--- config.mk ---
export PLATFORM = sky130hd
export DESIGN_NAME = operand_field_decoder
export DESIGN_NICKNAME = d
export VERILOG_FILES = /design/src/design/operand_decode_pkg.sv /design/src/design/reg_field_map.sv /design/src/design/operand_field_decoder.sv
export SDC_FILE = /design/constraint.sdc
export NUM_CORES = 1
export LEC_CHECK = 0
export BUFFER_PORTS_ARGS = -buffer_cell sky130_fd_sc_hd__buf_4
export CORE_ASPECT_RATIO = 1.5
export CORE_MARGIN = 2
export CORE_UTILIZATION = 31
export DETAILED_ROUTE_END_ITERATION = 10
export GPL_ROUTABILITY_DRIVEN = 0
export PLACE_DENSITY = 0.63
export SLEW_MARGIN = 5
export SYNTH_ARGS = -nofsm -noshare
export SYNTH_HDL_FRONTEND = slang
export SYNTH_HIERARCHICAL = 1
export SYNTH_SLANG_ARGS = --single-unit
--- constraint.sdc ---
create_clock -name clock_i -period 2.5 [get_ports clock_i]
set_input_delay 0.125 -clock clock_i [delete_from_list [all_inputs] [get_ports clock_i]]
set_output_delay 0.125 -clock clock_i [all_outputs]
set_load 0.1 [all_outputs]
--- src/design/operand_decode_pkg.sv ---
// How it works
// [RQ1] A 6-bit I/O short address becomes a full data address with every upper bit set to one.
// [RQ2] A 6-bit absolute short address becomes a full data address with every upper bit cleared.
// [RQ3] A 16-bit absolute address passes through unchanged and can reach any data location.
// [RQ4] The short branch offset is a 7-bit signed value added to the program counter to give the target.
// [RQ5] Short immediates are 7 bits for the load-immediate instruction and 6 bits for loop and repeat.
// [RQ6] An 8-bit mask lands in the upper or the lower byte of the 16-bit mask, the other byte being zero.
// [RQ7] The long immediate gives a full 16-bit data word and the long mask a full 16-bit mask.
// [RQ8] The arithmetic operand field picks one of two 36-bit accumulators or three 16-bit data registers.
// [RQ9] The general pointer field picks one of four pointers or the stack pointer.
// [RQ10] The restricted pointer field picks only one of the four pointers, never the stack pointer.
// [RQ11] The index register is an address operand only in the indexed addressing modes.
// [RQ12] The accumulator-pair operand encodes only first-with-second or second-with-first.
// [RQ13] The move field over data and address registers picks among seven ALU and five address registers.
// [RQ14] A register code outside the field's permitted set flags an illegal instruction and writes nothing.
package operand_decode_pkg;
  localparam int ADDR_W = 16;
  localparam int SHORT_ADDR_W = 6;
  localparam int BRANCH_OFS_W = 7;
  localparam int IMM_LOAD_W = 7;
  localparam int IMM_LOOP_W = 6;
  localparam int MASK8_W = 8;

  // Register selects driven out to the datapaths
  typedef enum logic [3:0] {
    REG_NONE, REG_ACC_A, REG_ACC_B, REG_ACC_A_MSP, REG_ACC_B_MSP, REG_DATA_X0, REG_DATA_Y0, REG_DATA_Y1,
    REG_PTR0, REG_PTR1, REG_PTR2, REG_PTR3, REG_STACK, REG_INDEX
  } reg_sel_t;

  // Which register field the current instruction carries
  typedef enum logic [2:0] {
    FIELD_NONE, FIELD_ALU_OPERAND, FIELD_PTR_OR_STACK, FIELD_PTR_ONLY, FIELD_ACC_PAIR, FIELD_MOVE_ALU_AGU
  } field_kind_t;

  // Which address or data operand form the instruction carries
  typedef enum logic [3:0] {
    OPND_NONE, OPND_IO_SHORT, OPND_ABS_SHORT, OPND_ABS_LONG, OPND_BRANCH, OPND_IMM_LOAD, OPND_IMM_LOOP,
    OPND_MASK_HIGH, OPND_MASK_LOW, OPND_IMM_LONG, OPND_MASK_LONG
  } opnd_kind_t;

  localparam logic [ADDR_W-1:0] ALL_ONES = 16'hFFFF;
  localparam logic [ADDR_W-1:0] ALL_ZEROS = 16'h0000;
endpackage : operand_decode_pkg

--- src/design/reg_field_map.sv ---
module reg_field_map
  import operand_decode_pkg::*;
(
  input wire field_kind_t kind_i,
  input wire logic [3:0] code_i,
  input wire logic indexed_i,
  output reg_sel_t src_o,
  output reg_sel_t dst_o,
  output logic illegal_o
);
  function automatic reg_sel_t alu5(input logic [2:0] c);
    case (c)
      3'h0: alu5 = REG_ACC_A;
      3'h1: alu5 = REG_ACC_B;
      3'h4: alu5 = REG_DATA_X0;
      3'h5: alu5 = REG_DATA_Y0;
      3'h6: alu5 = REG_DATA_Y1;
      default: alu5 = REG_NONE;
    endcase
  endfunction : alu5

  function automatic reg_sel_t ptr4(input logic [1:0] c);
    ptr4 = reg_sel_t'(4'(REG_PTR0) + 4'(c));
  endfunction : ptr4

  wire reg_sel_t move_sel;
  // Codes 0-6 data ALU, 8-11 pointers, 12 index; 7,13-15 name nothing
  assign move_sel = (code_i[3:2] == 2'h2) ? ptr4(code_i[1:0]) : // RQ13
                    (code_i == 4'hC) ? REG_INDEX :
                    (code_i == 4'h2) ? REG_ACC_A_MSP :
                    (code_i == 4'h3) ? REG_ACC_B_MSP :
                    (code_i[3] == 1'b0) ? alu5(code_i[2:0]) : REG_NONE;

  always_comb begin
    src_o = REG_NONE;
    dst_o = REG_NONE;
    case (kind_i)
      FIELD_ALU_OPERAND: dst_o = (code_i[3] == 1'b0) ? alu5(code_i[2:0]) : REG_NONE; // RQ8
      FIELD_PTR_OR_STACK: dst_o = (code_i[3:2] == 2'h0) ? ptr4(code_i[1:0]) : // RQ9
                                  (code_i == 4'h4) ? REG_STACK : REG_NONE;
      FIELD_PTR_ONLY: dst_o = (code_i[3:2] == 2'h0) ? ptr4(code_i[1:0]) : REG_NONE; // RQ10
      FIELD_ACC_PAIR: begin
        if (code_i[3:1] == 3'h0) begin // RQ12
          src_o = code_i[0] ? REG_ACC_B : REG_ACC_A;
          dst_o = code_i[0] ? REG_ACC_A : REG_ACC_B;
        end
      end
      FIELD_MOVE_ALU_AGU: dst_o = (move_sel == REG_INDEX && !indexed_i) ? REG_NONE : move_sel; // RQ11
      default: dst_o = REG_NONE;
    endcase
  end

  assign illegal_o = (kind_i != FIELD_NONE) && (dst_o == REG_NONE); // RQ14
endmodule : reg_field_map

--- src/design/operand_field_decoder.sv ---
module operand_field_decoder
  import operand_decode_pkg::*;
(
  input wire logic clock_i,
  input wire logic sys_rst_i,
  input wire logic valid_i,
  input wire field_kind_t field_kind_i,
  input wire logic [3:0] reg_code_i,
  input wire logic indexed_mode_i,
  input wire opnd_kind_t opnd_kind_i,
  input wire logic [15:0] opnd_bits_i,
  input wire logic [15:0] pc_i,
  output reg_sel_t src_reg_o,
  output reg_sel_t dst_reg_o,
  output logic write_en_o,
  output logic illegal_o,
  output logic [15:0] address_o,
  output logic [15:0] data_o,
  output logic [15:0] branch_target_o,
  output logic valid_o
);
  reg_sel_t map_src;
  reg_sel_t map_dst;
  logic map_illegal;
  // Sampled reset keeps a request held through reset out of the checks
  wire decode_taken = valid_i && !sys_rst_i;

  reg_field_map u_map (
    .kind_i(field_kind_i),
    .code_i(reg_code_i),
    .indexed_i(indexed_mode_i),
    .src_o(map_src),
    .dst_o(map_dst),
    .illegal_o(map_illegal)
  );

  function automatic logic [15:0] sext7(input logic [BRANCH_OFS_W-1:0] v);
    sext7 = {{(ADDR_W - BRANCH_OFS_W){v[BRANCH_OFS_W-1]}}, v};
  endfunction : sext7

  wire [15:0] io_addr = {ALL_ONES[ADDR_W-1:SHORT_ADDR_W], opnd_bits_i[SHORT_ADDR_W-1:0]}; // RQ1
  wire [15:0] abs_addr = {ALL_ZEROS[ADDR_W-1:SHORT_ADDR_W], opnd_bits_i[SHORT_ADDR_W-1:0]}; // RQ2
  wire [15:0] target = pc_i + sext7(opnd_bits_i[BRANCH_OFS_W-1:0]); // RQ4
  // Load immediate is signed, loop counts are unsigned
  wire [15:0] imm_load = sext7(opnd_bits_i[IMM_LOAD_W-1:0]); // RQ5
  wire [15:0] imm_loop = {ALL_ZEROS[ADDR_W-1:IMM_LOOP_W], opnd_bits_i[IMM_LOOP_W-1:0]}; // RQ5
  wire [15:0] mask_hi = {opnd_bits_i[MASK8_W-1:0], ALL_ZEROS[MASK8_W-1:0]}; // RQ6
  wire [15:0] mask_lo = {ALL_ZEROS[MASK8_W-1:0], opnd_bits_i[MASK8_W-1:0]}; // RQ6

  logic [15:0] next_address;
  logic [15:0] next_data;
  always_comb begin
    next_address = address_o;
    next_data = data_o;
    case (opnd_kind_i)
      OPND_IO_SHORT: next_address = io_addr;
      OPND_ABS_SHORT: next_address = abs_addr;
      OPND_ABS_LONG: next_address = opnd_bits_i; // RQ3
      OPND_IMM_LOAD: next_data = imm_load;
      OPND_IMM_LOOP: next_data = imm_loop;
      OPND_MASK_HIGH: next_data = mask_hi;
      OPND_MASK_LOW: next_data = mask_lo;
      OPND_IMM_LONG, OPND_MASK_LONG: next_data = opnd_bits_i; // RQ7
      default: next_data = data_o;
    endcase
  end

  // Outputs registered so downstream units see one stable decode per cycle
  always_ff @(posedge clock_i) begin
    if (sys_rst_i) begin
      src_reg_o <= REG_NONE;
      dst_reg_o <= REG_NONE;
      write_en_o <= 1'b0;
      illegal_o <= 1'b0;
      address_o <= ALL_ZEROS;
      data_o <= ALL_ZEROS;
      branch_target_o <= ALL_ZEROS;
      valid_o <= 1'b0;
    end else begin
      valid_o <= valid_i;
      illegal_o <= valid_i && map_illegal; // RQ14
      write_en_o <= valid_i && !map_illegal && field_kind_i != FIELD_NONE; // RQ14
      if (valid_i) begin
        src_reg_o <= map_src;
        dst_reg_o <= map_dst;
        address_o <= next_address;
        data_o <= next_data;
        if (opnd_kind_i == OPND_BRANCH) begin
          branch_target_o <= target;
        end
      end
    end
  end

  property p_io_short;
    @(posedge clock_i) disable iff (sys_rst_i)
    decode_taken && opnd_kind_i == OPND_IO_SHORT |=>
      address_o[15:6] == 10'h3FF && address_o[5:0] == $past(opnd_bits_i[5:0]);
  endproperty
  a_io_short: assert property (p_io_short) else $error("io short address not one-extended"); // RQ1

  property p_abs_short;
    @(posedge clock_i) disable iff (sys_rst_i)
    decode_taken && opnd_kind_i == OPND_ABS_SHORT |=> address_o == {10'h000, $past(opnd_bits_i[5:0])};
  endproperty
  a_abs_short: assert property (p_abs_short) else $error("abs short address not zero-extended"); // RQ2

  property p_abs_long;
    @(posedge clock_i) disable iff (sys_rst_i)
    decode_taken && opnd_kind_i == OPND_ABS_LONG |=> address_o == $past(opnd_bits_i);
  endproperty
  a_abs_long: assert property (p_abs_long) else $error("long address altered"); // RQ3

  property p_branch;
    @(posedge clock_i) disable iff (sys_rst_i)
    decode_taken && opnd_kind_i == OPND_BRANCH && opnd_bits_i[6:0] == 7'h7F |=>
      branch_target_o == $past(pc_i) - 16'h0001;
  endproperty
  a_branch: assert property (p_branch) else $error("branch offset not signed"); // RQ4

  property p_imm_loop;
    @(posedge clock_i) disable iff (sys_rst_i)
    decode_taken && opnd_kind_i == OPND_IMM_LOOP |=>
      data_o[15:6] == 10'h000 && data_o[5:0] == $past(opnd_bits_i[5:0]);
  endproperty
  a_imm_loop: assert property (p_imm_loop) else $error("loop immediate width wrong"); // RQ5

  property p_mask_hi;
    @(posedge clock_i) disable iff (sys_rst_i)
    decode_taken && opnd_kind_i == OPND_MASK_HIGH |=> data_o == {$past(opnd_bits_i[7:0]), 8'h00};
  endproperty
  a_mask_hi: assert property (p_mask_hi) else $error("upper mask misplaced"); // RQ6

  property p_imm_long;
    @(posedge clock_i) disable iff (sys_rst_i)
    decode_taken && opnd_kind_i == OPND_IMM_LONG |=> data_o == $past(opnd_bits_i);
  endproperty
  a_imm_long: assert property (p_imm_long) else $error("long immediate altered"); // RQ7

  property p_ptr_only;
    @(posedge clock_i) disable iff (sys_rst_i)
    decode_taken && field_kind_i == FIELD_PTR_ONLY |=> dst_reg_o != REG_STACK;
  endproperty
  a_ptr_only: assert property (p_ptr_only) else $error("stack pointer chosen by pointer-only field"); // RQ10

  property p_illegal;
    @(posedge clock_i) disable iff (sys_rst_i)
    illegal_o |-> !write_en_o && dst_reg_o == REG_NONE && src_reg_o == REG_NONE;
  endproperty
  a_illegal: assert property (p_illegal) else $error("write on illegal code"); // RQ14

  // Operand forms judged from the raw inputs, not from the decode wires
  property p_imm_load;
    @(posedge clock_i) disable iff (sys_rst_i)
    decode_taken && opnd_kind_i == OPND_IMM_LOAD |=>
      data_o == {{9{$past(opnd_bits_i[6])}}, $past(opnd_bits_i[6:0])};
  endproperty
  a_imm_load: assert property (p_imm_load) else $error("load immediate not taken from 7 bits"); // RQ5

  property p_mask_lo;
    @(posedge clock_i) disable iff (sys_rst_i)
    decode_taken && opnd_kind_i == OPND_MASK_LOW |=> data_o == {8'h00, $past(opnd_bits_i[7:0])};
  endproperty
  a_mask_lo: assert property (p_mask_lo) else $error("lower mask misplaced"); // RQ6

  property p_mask_long;
    @(posedge clock_i) disable iff (sys_rst_i)
    decode_taken && opnd_kind_i == OPND_MASK_LONG |=> data_o == $past(opnd_bits_i);
  endproperty
  a_mask_long: assert property (p_mask_long) else $error("long mask altered"); // RQ7

  property p_branch_sum;
    @(posedge clock_i) disable iff (sys_rst_i)
    decode_taken && opnd_kind_i == OPND_BRANCH |=>
      branch_target_o == $past(pc_i) + {{9{$past(opnd_bits_i[6])}}, $past(opnd_bits_i[6:0])};
  endproperty
  a_branch_sum: assert property (p_branch_sum) else $error("branch target wrong"); // RQ4

  property p_branch_hold;
    @(posedge clock_i) disable iff (sys_rst_i)
    decode_taken && opnd_kind_i != OPND_BRANCH |=> $stable(branch_target_o);
  endproperty
  a_branch_hold: assert property (p_branch_hold) else $error("branch target moved without a branch"); // RQ4

  property p_addr_hold;
    @(posedge clock_i) disable iff (sys_rst_i)
    decode_taken && !(opnd_kind_i inside {OPND_IO_SHORT, OPND_ABS_SHORT, OPND_ABS_LONG}) |=>
      $stable(address_o);
  endproperty
  a_addr_hold: assert property (p_addr_hold) else $error("address moved without an address form"); // RQ3

  property p_alu_set;
    @(posedge clock_i) disable iff (sys_rst_i)
    decode_taken && field_kind_i == FIELD_ALU_OPERAND |=>
      dst_reg_o inside {REG_NONE, REG_ACC_A, REG_ACC_B, REG_DATA_X0, REG_DATA_Y0, REG_DATA_Y1};
  endproperty
  a_alu_set: assert property (p_alu_set) else $error("arithmetic field left its set"); // RQ8

  property p_alu_x0;
    @(posedge clock_i) disable iff (sys_rst_i)
    decode_taken && field_kind_i == FIELD_ALU_OPERAND && reg_code_i == 4'h4 |=> dst_reg_o == REG_DATA_X0;
  endproperty
  a_alu_x0: assert property (p_alu_x0) else $error("arithmetic field code 4 not first data register"); // RQ8

  property p_ptr_set;
    @(posedge clock_i) disable iff (sys_rst_i)
    decode_taken && field_kind_i == FIELD_PTR_OR_STACK |=>
      dst_reg_o inside {REG_NONE, REG_PTR0, REG_PTR1, REG_PTR2, REG_PTR3, REG_STACK};
  endproperty
  a_ptr_set: assert property (p_ptr_set) else $error("pointer field left its set"); // RQ9

  property p_stack;
    @(posedge clock_i) disable iff (sys_rst_i)
    decode_taken && field_kind_i == FIELD_PTR_OR_STACK && reg_code_i == 4'h4 |=> dst_reg_o == REG_STACK;
  endproperty
  a_stack: assert property (p_stack) else $error("stack pointer not selected"); // RQ9

  property p_ptr_only_bad;
    @(posedge clock_i) disable iff (sys_rst_i)
    decode_taken && field_kind_i == FIELD_PTR_ONLY && reg_code_i[3:2] != 2'h0 |=> illegal_o && !write_en_o;
  endproperty
  a_ptr_only_bad: assert property (p_ptr_only_bad) else $error("pointer-only field took a bad code"); // RQ10

  property p_index_only;
    @(posedge clock_i) disable iff (sys_rst_i)
    decode_taken && !indexed_mode_i |=> dst_reg_o != REG_INDEX;
  endproperty
  a_index_only: assert property (p_index_only) else $error("index register outside indexed mode"); // RQ11

  property p_pair;
    @(posedge clock_i) disable iff (sys_rst_i)
    decode_taken && field_kind_i == FIELD_ACC_PAIR && reg_code_i[3:1] == 3'h0 |=>
      src_reg_o inside {REG_ACC_A, REG_ACC_B} && dst_reg_o inside {REG_ACC_A, REG_ACC_B} && src_reg_o != dst_reg_o;
  endproperty
  a_pair: assert property (p_pair) else $error("accumulator pair not two accumulators"); // RQ12

  property p_pair_bad;
    @(posedge clock_i) disable iff (sys_rst_i)
    decode_taken && field_kind_i == FIELD_ACC_PAIR && reg_code_i[3:1] != 3'h0 |=>
      illegal_o && src_reg_o == REG_NONE;
  endproperty
  a_pair_bad: assert property (p_pair_bad) else $error("bad accumulator pair accepted"); // RQ12

  property p_move_set;
    @(posedge clock_i) disable iff (sys_rst_i)
    decode_taken && field_kind_i == FIELD_MOVE_ALU_AGU |=> dst_reg_o != REG_STACK;
  endproperty
  a_move_set: assert property (p_move_set) else $error("move field chose the stack pointer"); // RQ13

  property p_move_msp;
    @(posedge clock_i) disable iff (sys_rst_i)
    decode_taken && field_kind_i == FIELD_MOVE_ALU_AGU && reg_code_i == 4'h2 |=> dst_reg_o == REG_ACC_A_MSP;
  endproperty
  a_move_msp: assert property (p_move_msp) else $error("move field code 2 not upper accumulator part"); // RQ13

  property p_write_legal;
    @(posedge clock_i) disable iff (sys_rst_i)
    decode_taken && field_kind_i != FIELD_NONE |=> write_en_o != illegal_o;
  endproperty
  a_write_legal: assert property (p_write_legal) else $error("write and illegal flags disagree"); // RQ14

  property p_idle_quiet;
    @(posedge clock_i) disable iff (sys_rst_i)
    !valid_i |=> !valid_o && !write_en_o && !illegal_o;
  endproperty
  a_idle_quiet: assert property (p_idle_quiet) else $error("strobe without a request"); // RQ14

  c_branch: cover property (@(posedge clock_i) valid_i && opnd_kind_i == OPND_BRANCH);
  c_illegal: cover property (@(posedge clock_i) illegal_o);
  c_pair: cover property (@(posedge clock_i) valid_i && field_kind_i == FIELD_ACC_PAIR);
  c_index: cover property (@(posedge clock_i) valid_i && field_kind_i == FIELD_MOVE_ALU_AGU && indexed_mode_i);
  c_stack: cover property (@(posedge clock_i) valid_i && field_kind_i == FIELD_PTR_OR_STACK && reg_code_i == 4'h4);
endmodule : operand_field_decoder

==> summary.txt <==
Global routing
  • Global-route wire length before repair: 17.9 mm
  • Initial antenna violation count: 0
  • GRT overflow: 0
  • Gr usage total: 18.6%
  • Largest net degree at the start of global routing: between 50 and 60
  • Vias in the first global route: 3595

Pwr
  • P_sw: 1.04 mW
  • Sequential power share: 31.7%
  • Comb pwr share: approximately 25%
  • Clock Power Share: 43.2%
  • Peak VDD IR: 0.345 mV
  • Pwr Density: between 600 and 700 nW/um^2
  • LEAKAGE: 1.96 nW
  • Pwr Total: 3.15 mW
  • Switching Share: 33.0%
  • Cell-internal power: 2.11 mW

Logic synthesis
  • Top post-synthesis cells by area: dfxtp_1 (34%), nor2_1 (5.7%), ha_1 (5.4%)
  • Seq cells post-synth: 59
  • Sequential share of the synthesized area: around 34%
  • Share of the synthesized area in the top cell type: between 30% and 40%
  • Post-Syn Area: between 3000 and 4000 um^2
  • Main synth FF type: dfxtp_1
  • Unique masters post-synth: 67
  • Post-synth EDFFs: 0
  • Syn avg cell area: 8.25 um^2
  • Synth Instances: 421
  • Async SR Flop Fraction: 0%
  • Syn. warnings: 6
  • Cell accounting for the most synthesized area: dfxtp_1

Finish
  • # fillers: 1102
  • Share of post-route cells with drive strength above 1: 26.4%
  • FF/Latch Area: roughly 1200 um^2
  • Area of the multi-input gates: roughly 2100 um^2
  • Commonest non-fill, non-tap cell in the layout: buf_4
  • Final instance area: 4630 um^2
  • Final Non-Filler Cells: 663
  • Most frequent cells in the layout: buf_4 (108), dfxtp_1 (59), nor2_1 (53)
  • Util after Layout: between 40% and 50%
  • Fin nets: 574
  • N_diodes: 0
  • Layout Area Growth over Synthesis: 33.4%

Worst setup path
  • CP Class: primary input to flop
  • CP endpoint kind: flop
  • Worst Setup SP: opnd_bits_i[0]
  • Critical Path Sink: branch_target_o[12]
  • Worst path slowest cell: fa_1
  • CP max stage delay: 0.43 ns
  • CP bufs+invs: 1
  • Startpoint types: primary input
  • CP Max Fanout: 4
  • Worst R2R End: data_o[9]
  • Crit. path cell count: 8
  • FF-to-FF path depth: 2
  • R2r setup slk: 1.80 ns
  • Kind of cell adding the most delay to the critical path: compound AO/OA/AOI/OAI gates
  • Crit path required time: 2.71 ns
  • WP data arrival: roughly 2.2 ns
  • CP cell instances: buf_4 -> ha_1 -> fa_1 -> a211oi_1 -> o21ai_0 -> a2111oi_2 -> nor3_1 -> nand3b_1
  • FF-to-FF Start: data_o[9]

Timing
  • Fmax: 505 MHz
  • Setup violations, final: 0
  • Setup total negative slack: 0 ns
  • Final worst-path cycle share: 79.1%
  • Final Max Tran Viols: 0
  • Crit path time final: 1.98 ns
  • Max_slew headroom: 53.2%
  • Clock Skew: 0 ns
  • Final Hold Viols: 0
  • Slew at the pin with the worst max-slew slack: 0.697 ns
  • RSZ-0062 raised after global routing: no

Routing
  • Vias: 3639
  • DRC viols: 0
  • Vias/cell: approximately 5.5
  • DR iter-0 viols: 161
  • DR pass1 iterations: 5
  • DR WL/cell: between 15 and 20 um
  • Total Routed Length: 11.4 mm
  • Final ANT Viol Nets: 0

Clock network
  • CTS Hold Buffers Added: 0
  • Clock Path Buffers: 2
  • CTS tree: yes
  • H-tree lvl count: 3
  • CTS Sinks: 59
  • Root buf cell: clkbuf_16
  • Setup Buffers After CTS: 0
  • Clk Latency, worst-skew pair: 0.33 ns
  • Num CTS Buffers: 9
  • Reg clk slew, reported paths: ~0.05 ns
  • Post-cts resize count: 0

Place
  • I/O Buffers: roughly 110
  • Hpwl dp: 8.29 mm
  • Placed cells: 647
  • Post-DP Area: 4300 um^2

Floorplan
  • Die width: between 90 and 100 um
  • I/O pin cnt: roughly 110
  • # rows: 47
  • Core area: between 10000 and 15000 um^2
  • Die Height: 134 um
  • Die area: 12100 um^2
  • Starting Density: a little under a third

Flow run
  • Maxcap violations: 0

Worst hold path
  • Hold crit path type: primary input to flop

Run status
  • Status: complete, no violations
registers in the layout, indices dropped and copies added, names as in the netlist:
signal	cells
illegal_o	1
write_en_o	1
src_reg_o	4
data_o	16
branch_target_o	16
valid_o	1
address_o	16
dst_reg_o	4
how the worst min path moves through the flow:
stage	startpoint	cells after the start	slack (ns)	to
6_report	opnd_bits_i[14]	3	0.08	data_o[14]
5_1_grt	opnd_bits_i[14]	3	0.07	data_o[14]
4_1_cts	opnd_bits_i[14]	3	0.07	data_o[14]
3_5_place_dp	opnd_bits_i[14]	3	0.41	data_o[14]
3_3_place_gp	opnd_bits_i[11]	3	0.41	data_o[11]
2_1_floorplan	opnd_bits_i[0]	2	0.27	address_o[0]
metal layers:
layer	wire length (um)	track usage, %
met5	0	0
met4	480	11.2
met3	740	5.03
met2	5730	32.0
met1	4400	20.3
cells in the mapped netlist (all sizes together), types with 7 or more instances:
cell type and instances:
and3 8, a221oi 9, ha 15, nand2 29
a21o 7, nand3 15, nor3 23, a21oi 36
mux2i 17, dfxtp 59, buf 23, o21ai 22
nor2 53, clkbuf 7
per-stage QoR:
stage	worst slack (ns)	hold WS, ns
3_3_place_gp	0.205	0.406
3_5_place_dp	0.182	0.413
2_1_floorplan	0.646	0.272
5_1_grt	0.429	0.0723
6_report	0.522	0.0777
4_1_cts	0.539	0.0668
power groups by stage:
stage               combinational (mW)  clock [mW]  sequential, mW
finish                           0.791        1.36           0.999
global route                     0.837        1.44            1.00
CTS                              0.787        1.39           0.998
detailed placement               0.783           0            1.02
global placement                 0.773           0            1.02
floorplan                        0.315           0            1.28
worst register-to-register path, stage by stage, from the launching register on:
cell     delay, ns
dfxtp_1       0.32
o21ai_0       0.20
nor2_1        0.06
cell type report:
type	instances	share of cell area [%]
Inverter	5	0.405
Clock inverter	6	1.92
Clock buffer	10	5.16
Multi-Input combinational cell	328	45.5
Sequential cell	59	25.5
Tap cell	147	3.97
Timing Repair Buffer	108	17.5
kinds of logic (layout without fill, tap and decap cells):
family                     Yosys count  after routing  synth area share, %
and+or+nand+nor                    162            162                 23.4
AOI/OAI and AO/OA                  124            124                 24.3
DFF                                 59             59                 34.0
buffers and inverters               35            129                 5.51
muxes                               17             17                 4.90
adders and majority gates           16             16                 5.98
xor gates and xnor gates             7              7                 1.77
other                                1              2                0.108
Note: power is estimated with default switching activity, not from simulation.
